## src/inc/test_point_consts.svh

```systemverilog
// test-point port constants: capture patterns, pin numbers, clock figures
// assumes inclusion by bare name from design files of the test-point port
`ifndef TEST_POINT_CONSTS_SVH
`define TEST_POINT_CONSTS_SVH

// ============================================================
// pin group
`define TP_PIN_COUNT 8
`define TP_PIN_IDX_W 3
`define TP_ALL_ON 8'hff
`define TP_ALL_OFF 8'h00
`define TP_MODE_LSB 3
`define TP_MODE_MSB 6

// ============================================================
// capture patterns on pins 2..0 (pin 3 and up are don't care here)
`define TP_SEL_LSB 0
`define TP_SEL_MSB 2
`define TP_CAP_DEFAULT 3'h0
`define TP_CAP_CLK_DEBUG 3'h2

// ============================================================
// debug clock figures in kHz and the reference clock rate
`define TP_REF_KHZ 64'd250000
`define TP_CLK_A_KHZ 64'd60000
`define TP_CLK_B_KHZ 64'd30000
`define TP_CLK_D_KHZ 64'd7500
`define TP_VAR_MIN_KHZ 64'd700
`define TP_VAR_MAX_KHZ 64'd22500

// oscillator accumulator: output frequency = step * ref / 2^width
`define TP_NCO_W 16
`define TP_NCO_SPAN 64'd65536
`define TP_STEP(khz) (((khz) * `TP_NCO_SPAN + `TP_REF_KHZ - 64'd1) / `TP_REF_KHZ)
`define TP_STEP_A 16'(`TP_STEP(`TP_CLK_A_KHZ))
`define TP_STEP_B 16'(`TP_STEP(`TP_CLK_B_KHZ))
`define TP_STEP_D 16'(`TP_STEP(`TP_CLK_D_KHZ))
`define TP_STEP_VAR_MIN 16'(`TP_STEP(`TP_VAR_MIN_KHZ))
`define TP_STEP_VAR_MAX 16'(((`TP_VAR_MAX_KHZ) * `TP_NCO_SPAN) / `TP_REF_KHZ)
`define TP_NCO_RST 16'h0000

`endif

```

## src/inc/test_point_pkg.sv

```systemverilog
// types shared by the test-point port and its clock generators
// assumes nothing beyond a SystemVerilog compiler
package test_point_pkg;

    // ============================================================
    // port state: strap inputs while reset pin low, routed pins drive after release
    typedef enum logic [1:0] {
        PORT_STRAP = 2'b01,
        PORT_RUN = 2'b10
    } port_state_e;

    // ============================================================
    // what drives one test-point pin
    typedef enum logic [2:0] {
        SRC_HIZ = 3'h0,
        SRC_LOW = 3'h1,
        SRC_HIGH = 3'h2,
        SRC_CLK_A = 3'h3,
        SRC_CLK_B = 3'h4,
        SRC_CLK_VAR = 3'h5,
        SRC_CLK_D = 3'h6
    } tp_src_e;

    typedef logic [15:0] nco_step_t;

endpackage

```

## src/verilog/nco_clock.sv

```systemverilog
// phase accumulator clock source for the debug outputs
// assumes a free-running reference clock and a synchronous reset
`include "test_point_consts.svh"

module nco_clock (
    input wire logic ref_clk,
    input wire logic sys_rst,
    input wire test_point_pkg::nco_step_t step,
    output logic clk_out
);
    import test_point_pkg::*;

    logic [15:0] phase_reg;
    logic [15:0] phase_next;
    logic clk_out_reg;

    // ============================================================
    // accumulator; average frequency is step * ref / 2^16, edges jitter by one cycle
    assign phase_next = phase_reg + step;

    always_ff @(posedge ref_clk) begin
        if (sys_rst) begin
            phase_reg <= `TP_NCO_RST;
            clk_out_reg <= 1'b0;
        end else begin
            phase_reg <= phase_next;
            clk_out_reg <= phase_next[`TP_NCO_W-1];
        end
    end

    assign clk_out = clk_out_reg;
endmodule

```

## config.mk

```make
export PLATFORM = sky130hd
export DESIGN_NAME = nco_clock
export DESIGN_NICKNAME = d
export VERILOG_FILES = /design/src/inc/test_point_pkg.sv /design/src/verilog/nco_clock.sv
export VERILOG_INCLUDE_DIRS = /design/src /design/src/inc
export SDC_FILE = /design/constraint.sdc
export NUM_CORES = 1
export LEC_CHECK = 0
export ABC_CLOCK_PERIOD_IN_PS = 2400
export BUFFER_PORTS_ARGS = -buffer_cell sky130_fd_sc_hd__buf_2
export CAP_MARGIN = 20
export CORE_ASPECT_RATIO = 1.4
export CORE_MARGIN = 2
export CORE_UTILIZATION = 40
export CTS_CLUSTER_SIZE = 8
export DETAILED_ROUTE_END_ITERATION = 16
export SLEW_MARGIN = 20
export SYNTH_ARGS = -nofsm -noshare
export SYNTH_HDL_FRONTEND = slang
export SYNTH_SLANG_ARGS = --single-unit
```

## constraint.sdc

```tcl
create_clock -name ref_clk -period 2.4 [get_ports ref_clk]
set_input_delay 0.36 -clock ref_clk [delete_from_list [all_inputs] [get_ports ref_clk]]
set_output_delay 0.36 -clock ref_clk [all_outputs]
set_load 0.005 [all_outputs]
```

==> results.md, run 1 <==
- Status: finished clean
- Filler cells: 280
- Later-pin clock latency in the skew report: 0.26 ns
- Cell variety after synth: 42
- Hold Violations, Final: 0
- Die height: 68.4 µm
- DRC viols: 0
- CP cell instances: ha_1 -> fa_1 -> a21o_1 -> a311oi_2 -> nor3_1 -> a21oi_1 -> mux2_2
- Final WL: 2560 µm
- Core area: 2850 µm²
- Starting Density: 41.6%
- WL/cell: 13.2 µm
- Routed vias: 1072
- Syn_area_per_cell: 8.65 µm²
- Row cnt: 23
- Post-Syn Area: 1180 µm²
- I/O Buffers: 18
- TritonRoute pass-1 iters: 4
- DP HPWL: 1970 µm
- Final RePlAce weighted congestion: 0.812
- Commonest cells in the netlist: dfxtp_1 (16), ha_1 (15), nor2_1 (14), a21oi_1 (10), nand2_1 (8)
- Register area: 320 µm²
- Top post-synthesis cells by area: dfxtp_1 (27%), ha_1 (16%), nor2_1 (4.4%)
- Setup crit start kind: flop
- Area of the multi-input gates: 846 µm²
- Worst-path clk slew: 0.06 ns
- Lkg Pwr: 0.631 nW
- Largest net degree at the start of global routing: 26
- Grt ovf: 0
- # IOs: 19
- CTS Hold Bufs: 0
- Vias/cell: 5.55
- DRT antenna net count: 0
- Initial antenna violation count: 0
- Worst rel slew slack: 66.1%
- CTS Buf Count: 3
- CTS tree: yes
- Top cell type by total area after synthesis: dfxtp_1
- Width of the chip: 50 µm
- Slew Limit Fails: 0
- Critical path class: reg2reg
- Min Tclk post-route: 2.18 ns
- Max FFs per register: 16
- Worst Skew: 0.00327 ns
- Slowest stage delay, CP: 0.41 ns
- VDD IR-drop max: 0.000534 V
- Global-route usage over all layers: 16.9%
- Max-cap viol count: 0
- Most common cell in the netlist: dfxtp_1
- WHS: 0.440 ns
- Dpl cells: 189
- Final Non-Filler Cells: 193
- CTS Root Cell: clkbuf_8
- Final period util: 90.9%
- Initial DRC Count: 23
- Async S/R FF share, synth: 0%
- Post-synth EDFFs: 0
- Ys Warns: 0
- Main synth FF type: dfxtp_1
- Post-Synthesis Cells: 137
- CP Capture Type: flop
- Worst path slowest cell: fa_1
- Placed Area: 1310 µm²
- Final setup fails: 0
- Sequential share of the synthesized area: 27.0%
- Fmax: 458 MHz
- RSZ-0062 raised after global routing: no
- Final nets: 191
- Setup tns final: 0 ns
- Design Area, Final: 1370 µm²
- Worst Path Arrival: 2.33 ns
- PD cells: 1190 nW/µm²
- Critical Path Fanout Max: 3
- HP Class: in2reg
- Synth Register Bits: 16
- Post-CTS Setup Bufs: 0
- Die ar.: 3420 µm²
- Area share of the largest cell type after synthesis: 27.0%
- Max clock buf depth: 2
- First-pass GRT wire length: 4310 µm
- Syn Nets: 171
- Worst-Margin Slew: 0.504 ns
- Vias in the first global route: 1021
- WP data required: 2.55 ns
- Sink Count: 16
- Post-CTS Resized: 0
- Diode count: 0
- CTS H-Tree Depth: 1
- Area delta synth->final: 15.8%
- Layout cells sized above 1: 21.2%
==> logic make-up (layout without fill, tap and decap cells) <==
group | after synthesis | in the layout | share of synthesized area, %
multiplexers | 4 | 4 | 3.80
flip-flops | 16 | 16 | 27.0
XOR/XNOR | 8 | 8 | 5.91
AND/OR/NAND/NOR | 51 | 51 | 22.6
AO/OA/AOI/OAI | 36 | 36 | 21.0
buffers and inverters | 6 | 25 | 2.11
adder cells (fa/ha/maj) | 16 | 16 | 17.5
==> per-stage QoR <==
step | util (%) | setup slack [ns] | total power [mW]
floorplan | - | 0.224 | 1.20
global placement | 46.0 | 0.0174 | 1.36
detailed placement | 46.0 | -0.0330 | 1.38
CTS | 48.0 | 0.140 | 1.64
global route | 48.2 | 0.0875 | 1.80
finish | 48.2 | 0.218 | 1.64
==> final timing paths <==
kind              slack (ns)                        to               startpoint  cells after the start
setup / recovery        0.22  phase_reg[12]$_SDFF_PP0_  phase_reg[0]$_SDFF_PP0_                      7
hold / removal          0.44   phase_reg[0]$_SDFF_PP0_                  step[0]                      3
setup reg to reg        0.22  phase_reg[12]$_SDFF_PP0_  phase_reg[0]$_SDFF_PP0_                      7
hold reg to reg         0.58   phase_reg[0]$_SDFF_PP0_  phase_reg[0]$_SDFF_PP0_                      2
==> critical path, delay by kind of cell, from the launching register on <==
kind                       cells  cell delay [ns]
adders and majority gates      2             0.61
DFF                            1             0.31
muxes                          1             0.34
and+or+nand+nor                1             0.10
AOI/OAI and AO/OA              3             0.71
==> final cells by class <==
cell class,instances,area share [%]
multi-input cells,115,61.6
inverters,2,0.547
repair buffers,19,7.11
well taps,37,3.37
flip-flops and latches,16,23.3
clock buffers,4,4.01
==> metal layers <==
| metal | vias to the layer above | part of all wire [%] | GRT usage [%] | wire [µm] |
|---|---|---|---|---|
| met5 | - | 0 | 0 | 0 |
| met4 | 0 | 2.5 | 10.4 | 64 |
| met3 | 5 | 3.2 | 2.62 | 83 |
| met2 | 24 | 52 | 31.3 | 1330 |
| met1 | 501 | 42 | 17.8 | 1080 |
| li1 | 542 | - | - | - |
==> cells in the final DEF (no fill, tap or decap), drive strengths merged, types with 2 or more instances in the layout <==
cell type   n
nor2       14
o21ai       7
a31oi       2
ha         15
dfxtp      16
buf        19
inv         2
mux2        4
nor4b       2
nand2       8
o211ai      2
xnor2       3
a21oi      11
a21o        4
clkbuf      4
or4         2
nor3        4
and3        2
a31o        2
xor2        5
or3         2
nor2b       7
nand3       4
==> where the power goes <==
| part | total [mW] | internal, mW | switching [mW] |
|---|---|---|---|
| Sequential | 0.418 | 0.381 | 0.0368 |
| Combinational | 0.972 | 0.449 | 0.523 |
| Clock | 0.249 | 0.146 | 0.103 |
Power figures use the tool's default switching activity.
==> run 2, diff against run 1 <==
--- a/config.mk
+++ b/config.mk
@@ -9,11 +9,12 @@
 export ABC_CLOCK_PERIOD_IN_PS = 2400
 export BUFFER_PORTS_ARGS = -buffer_cell sky130_fd_sc_hd__buf_2
 export CAP_MARGIN = 20
-export CORE_ASPECT_RATIO = 1.4
+export CORE_ASPECT_RATIO = 0.9
 export CORE_MARGIN = 2
 export CORE_UTILIZATION = 40
 export CTS_CLUSTER_SIZE = 8
 export DETAILED_ROUTE_END_ITERATION = 16
+export SETUP_SLACK_MARGIN = 0.3
 export SLEW_MARGIN = 20
 export SYNTH_ARGS = -nofsm -noshare
 export SYNTH_HDL_FRONTEND = slang
==> results.md, run 2 (same netlist as run 1, synthesis figures left out) <==
- PD cells: 1150 nW/µm² (-4.0%)
- WP data required: 2.60 ns (+0.05 ns)
- Final RePlAce weighted congestion: 0.759 (-6.5%)
- DP HPWL: 1860 µm (-5.7%)
- Vias/cell: 5.42 (-2.3%)
- VDD IR-drop max: 0.000437 V (-18%)
- Critical Path Fanout Max: 3 (unchanged)
- Fmax: 487 MHz (+6.3%)
- Switching pwr: 0.664 mW (about the same)
- Setup crit start kind: flop
- Worst Skew: 0.00502 ns (+0.00175 ns)
- CTS H-Tree Depth: 1 (unchanged)
- CP Capture Type: flop
- Final WL: 2500 µm (-2.1%)
- CTS Hold Bufs: 0 (unchanged)
- Max clock buf depth: 2 (unchanged)
- Min Tclk post-route: 2.05 ns (-0.130 ns)
- Final setup fails: 0 (unchanged)
- WL/cell: 12.6 µm (-4.6%)
- Comb power frac: 62.0% (+2.7 points)
- CTS Root Cell: clkbuf_4
- Die ar.: 3410 µm² (-0.16%)
- TritonRoute pass-1 iters: 4 (unchanged)
- Commonest non-fill, non-tap cell in the layout: buf_2
- Seq pwr share: 26.2% (+0.7 points)
- Global-route usage over all layers: 15.7% (-1.2 points)
- WHS: 0.416 ns (-0.0237 ns)
- Most frequent cells in the layout: buf_2 (18), dfxtp_1 (15), nor2_1 (14), ha_1 (14), a21oi_1 (9)
- Worst Path Arrival: 2.25 ns (-0.08 ns)
- Vias in the first global route: 958 (-6.2%)
- Final period util: 85.5% (-5.4 points)
- Worst rel slew slack: 66.1% (-0.071 points)
- Later-pin clock latency in the skew report: 0.30 ns (+0.04 ns)
- Area delta synth->final: 17.5%
- Slew Limit Fails: 0 (unchanged)
- Initial antenna violation count: 0 (unchanged)
- DRC viols: 0 (unchanged)
- I/O Buffers: 18 (unchanged)
- Final nets: 193 (+1.0%)
- Hold Violations, Final: 0 (unchanged)
- Starting Density: 42.4% (+0.84 points)
- First-pass GRT wire length: 4120 µm (-4.3%)
- RSZ-0062 raised after global routing: yes
- Diode count: 0 (unchanged)
- Core area: 2790 µm² (-2.0%)
- Layout cells sized above 1: 24.7% (+3.5 points)
- Clock network fraction of total power: 11.8% (-3.4 points)
- Worst-path clk slew: 0.10 ns (+0.04 ns)
- # IOs: 19 (unchanged)
- Status: finished clean
- Largest net degree at the start of global routing: 26 (unchanged)
- Width of the chip: 61.4 µm (+23%)
- CTS tree: yes
- Row cnt: 18 (-22%)
- HP Class: in2reg
- Max FFs per register: 16 (unchanged)
- Grt ovf: 0 (unchanged)
- Sw Share: 41.6% (+1.1 points)
- Sink Count: 16 (unchanged)
- Setup tns final: 0 ns (unchanged)
- Routed vias: 1074 (+0.19%)
- Die height: 55.6 µm (-19%)
- DRT antenna net count: 0 (unchanged)
- CTS Buf Count: 3 (unchanged)
- P_int: 0.933 mW (-4.4%)
- Initial DRC Count: 33 (+43%)
- Worst-Margin Slew: 0.505 ns (+0.00106 ns)
- Max-cap viol count: 0 (unchanged)
- Critical path class: reg2reg
- Lkg Pwr: 0.633 nW (+0.26%)
## run 2: power by group through the flow
stage,registers (mW),clock network [mW],logic (mW)
3_3_place_gp,0.421,0,0.948
2_1_floorplan,0.415,0,0.791
5_1_grt,0.428,0.209,1.11
4_1_cts,0.421,0.198,0.978
6_report,0.419,0.188,0.989
3_5_place_dp,0.427,0,0.959
## run 2: through the flow
step	util, %	instances	cell area [µm²]	total power, mW	setup WS [ns]
5_1_grt	49.9	198	1390	1.75	0.254
6_report	49.9	198	1390	1.60	0.348
2_1_floorplan	-	137	1190	1.21	0.292
3_5_place_dp	47.0	191	1310	1.39	0.0753
3_3_place_gp	47.0	191	1310	1.37	0.0969
4_1_cts	48.9	196	1370	1.60	0.303
## run 2: area by class of cell
| cell class | count | area (µm²) |
|---|---|---|
| repair buffers | 21 | 113 |
| well taps | 40 | 50.0 |
| multi-input cells | 115 | 865 |
| flip-flops and latches | 16 | 322 |
| fillers | 296 | 1400 |
| inverters | 2 | 7.51 |
| clock buffers | 4 | 36.3 |
## run 2: repair_timing
action	in CTS	in global routing
setup buffers	1	2
endpoints found under the setup margin	2	3
pin swaps	4	5
gates cloned	0	0
resized for setup	3	2
## run 2: critical path, stage by stage (launching register included)
cell and delay [ns]:
dfxtp_2 0.34, ha_4 0.16, fa_2 0.34, a21o_1 0.22, a311oi_2 0.32, nor3_1 0.10, a21oi_1 0.13, mux2_2 0.34
## run 2: layer usage
metal,GRT usage [%],vias to the layer above,share of wire [%]
li1,-,548,-
met1,23.0,495,50
met2,22.3,27,44
met3,4.88,4,4.8
met4,3.65,0,0.92
met5,0,-,0
## run 2: worst paths after layout
| kind | depth (start not counted) | slack [ns] | startpoint | endpoint |
|---|---|---|---|---|
| setup / recovery | 7 | 0.35 | phase_reg[0]$_SDFF_PP0_ | phase_reg[12]$_SDFF_PP0_ |
| hold reg to reg | 2 | 0.61 | phase_reg[0]$_SDFF_PP0_ | phase_reg[0]$_SDFF_PP0_ |
| hold / removal | 3 | 0.42 | step[0] | phase_reg[0]$_SDFF_PP0_ |
| setup reg to reg | 7 | 0.35 | phase_reg[0]$_SDFF_PP0_ | phase_reg[12]$_SDFF_PP0_ |
==> run 3, diff against run 2 <==
--- a/config.mk
+++ b/config.mk
@@ -7,7 +7,7 @@
 export NUM_CORES = 1
 export LEC_CHECK = 0
 export ABC_CLOCK_PERIOD_IN_PS = 2400
-export BUFFER_PORTS_ARGS = -buffer_cell sky130_fd_sc_hd__buf_2
+export BUFFER_PORTS_ARGS = -buffer_cell sky130_fd_sc_hd__buf_4
 export CAP_MARGIN = 20
 export CORE_ASPECT_RATIO = 0.9
 export CORE_MARGIN = 2
==> results.md, run 3 (same netlist as run 1, synthesis figures left out) <==
- Later-pin clock latency in the skew report: 0.30 ns (about the same)
- Worst Hold Launch: sys_rst
- WL/cell: 12.8 µm (+1.0%)
- Top Metal Used: met4
- Row cnt: 18 (unchanged)
- HP Class: in2reg
- Min Tclk post-route: 2.06 ns (+0.00515 ns)
- DRT antenna net count: 0 (unchanged)
- Seq pwr share: 25.5% (-0.7 points)
- Die ar.: 3410 µm² (unchanged)
- Die height: 55.6 µm (unchanged)
- Metal-1 WL: 1280 µm (+1.7%)
- DP HPWL: 1890 µm (+1.4%)
- Setup crit start kind: flop
- CTS H-Tree Depth: 1 (unchanged)
- Switching pwr: 0.674 mW (+1.5%)
- P_int: 0.975 mW (+4.5%)
- Sink Count: 16 (unchanged)
- Final RePlAce weighted congestion: 0.746 (-1.7%)
- Max clock buf depth: 2 (unchanged)
- PD cells: 1110 nW/µm² (-2.9%)
- Setup tns final: 0 ns (unchanged)
- Commonest non-fill, non-tap cell in the layout: buf_4
- Worst-Margin Slew: 0.545 ns (+0.0399 ns)
- R2R Setup Slk: 0.34 ns (about the same)
- Worst path slowest cell: dfxtp_2
- Vias in the first global route: 963 (+0.52%)
- Area delta synth->final: 25.0%
- Hold Violations, Final: 0 (unchanged)
- Sw Share: 40.9% (-0.70 points)
- CTS Root Cell: clkbuf_4
- Final Non-Filler Cells: 202 (+2.0%)
- CP delay by family, top: compound AO/OA/AOI/OAI gates
- CTS Buf Count: 3 (unchanged)
- Worst Path Arrival: 2.26 ns (about the same)
- DRC viols: 0 (unchanged)
- WP data required: 2.60 ns (about the same)
- Core area: 2790 µm² (unchanged)
- Layout cells sized above 1: 27.8% (+3.1 points)
- VDD IR-drop max: 0.000533 V (+22%)
- Pwr Total: 1.65 mW (+3.3%)
- First-pass GRT wire length: 4240 µm (+2.8%)
- Final WL: 2580 µm (+3.1%)
- Slew Limit Fails: 0 (unchanged)
- Status: finished clean
- Pre-CTS WS: 0.0745 ns (-0.000812 ns)
- Final nets: 197 (+2.1%)
- Max FFs per register: 16 (unchanged)
- Worst rel slew slack: 63.4% (-2.7 points)
- Slowest stage delay, CP: 0.34 ns (about the same)
- Initial antenna violation count: 0 (unchanged)
- I/O Buffers: 18 (unchanged)
- # IOs: 19 (unchanged)
- Initial DRC Count: 26 (-21%)
- Fmax: 486 MHz (-0.25%)
- Lkg Pwr: 0.667 nW (+5.4%)
- Comb power frac: 63.0% (+1.0 points)
- Width of the chip: 61.4 µm (unchanged)
- Max-cap viol count: 0 (unchanged)
- RR Startpoint: phase_reg[0]$_SDFF_PP0_
- Grt ovf: 0 (unchanged)
- Post-route core utilization: 53.0% (+3.2 points)
- Most frequent cells in the layout: buf_4 (25), nor2_1 (14), dfxtp_1 (14), ha_1 (13), a21oi_1 (9)
- CTS Hold Bufs: 0 (unchanged)
- CP cell instances: ha_4 -> fa_2 -> a21o_1 -> a311oi_2 -> nor3_1 -> a21oi_1 -> mux2_2
- Clock network fraction of total power: 11.5% (-0.3 points)
- Dpl cells: 192 (+0.52%)
- Global-route usage over all layers: 16.1% (+0.43 points)
- Critical Path Fanout Max: 3 (unchanged)
- Final period util: 85.7% (+0.21 points)
- Largest net degree at the start of global routing: 26 (unchanged)
- Final WS setup: 0.343 ns (-0.00515 ns)
- Routed vias: 1073 (-0.093%)
- CP Capture Type: flop
- Vias/cell: 5.31 (-2.1%)
- Met2 wire length: 1140 µm (+3.6%)
- Critical path class: reg2reg
- Final setup fails: 0 (unchanged)
- Metal3 WL: 146 µm (+22%)
- Worst Skew: 0.00296 ns (-0.00206 ns)
- Filler cells: 283 (-4.4%)
- CTS tree: yes
- Starting Density: 42.4% (unchanged)
- Diode count: 0 (unchanged)
- TritonRoute pass-1 iters: 4 (unchanged)
- Number of buffers and inverters on the critical path: 0 (unchanged)
- Worst-path clk slew: 0.10 ns (about the same)
- Critical path startpoint: phase_reg[0]$_SDFF_PP0_
- RSZ-0062 raised after global routing: yes
run 3: changes by cell type in the layout (fill, tap and decap cells not counted), sizes merged:
cell,previous run,this run
buf,21,25
run 3: worst paths after layout:
| path | endpoint | depth (start not counted) |
|---|---|---|
| min reg2reg | phase_reg[0]$_SDFF_PP0_ | 2 |
| min | phase_reg[5]$_SDFF_PP0_ | 2 |
| max reg2reg | phase_reg[12]$_SDFF_PP0_ | 7 |
| max | phase_reg[12]$_SDFF_PP0_ | 7 |
run 3: repair_timing:
action                     CTS  global route
resized for setup            4             3
pin swaps                    4             5
setup endpoints to repair    2             4
setup buffers                2             4
run 3: stage by stage:
stage | hold WS [ns] | area (µm²)
after floorplan | 0.524 | 1190
after global placement | 0.539 | 1370
after detailed placement | 0.542 | 1370
after CTS | 0.398 | 1430
after global routing | 0.406 | 1480
final | 0.403 | 1480
run 3: power by group through the flow:
stage	sequential, mW	combinational, mW	clock, mW
floorplan	0.415	0.791	0
global route	0.430	1.17	0.209
CTS	0.421	1.00	0.196
detailed placement	0.426	0.982	0
global placement	0.421	0.969	0
finish	0.421	1.04	0.189
run 3: routing by layer:
layer | vias up | global-route usage [%]
li1 | 556 | -
met1 | 492 | 22.9
met2 | 23 | 24.3
met3 | 2 | 4.88
met4 | 0 | 2.74
met5 | - | 0
run 3: layout make-up:
type	instances	area (µm²)	area share [%]
Timing Repair Buffer	25	188	12.7
Tap cell	40	50.0	3.38
Clock buffer	4	36.3	2.45
Multi-Input combinational cell	115	877	59.2
Sequential cell	16	323	21.8
Inverter	2	7.51	0.507
run 3: worst register-to-register path: stages (launching register included):
cell	delay, ns
dfxtp_2	0.34
ha_4	0.16
fa_2	0.34
a21o_1	0.22
a311oi_2	0.33
nor3_1	0.08
a21oi_1	0.14
mux2_2	0.34
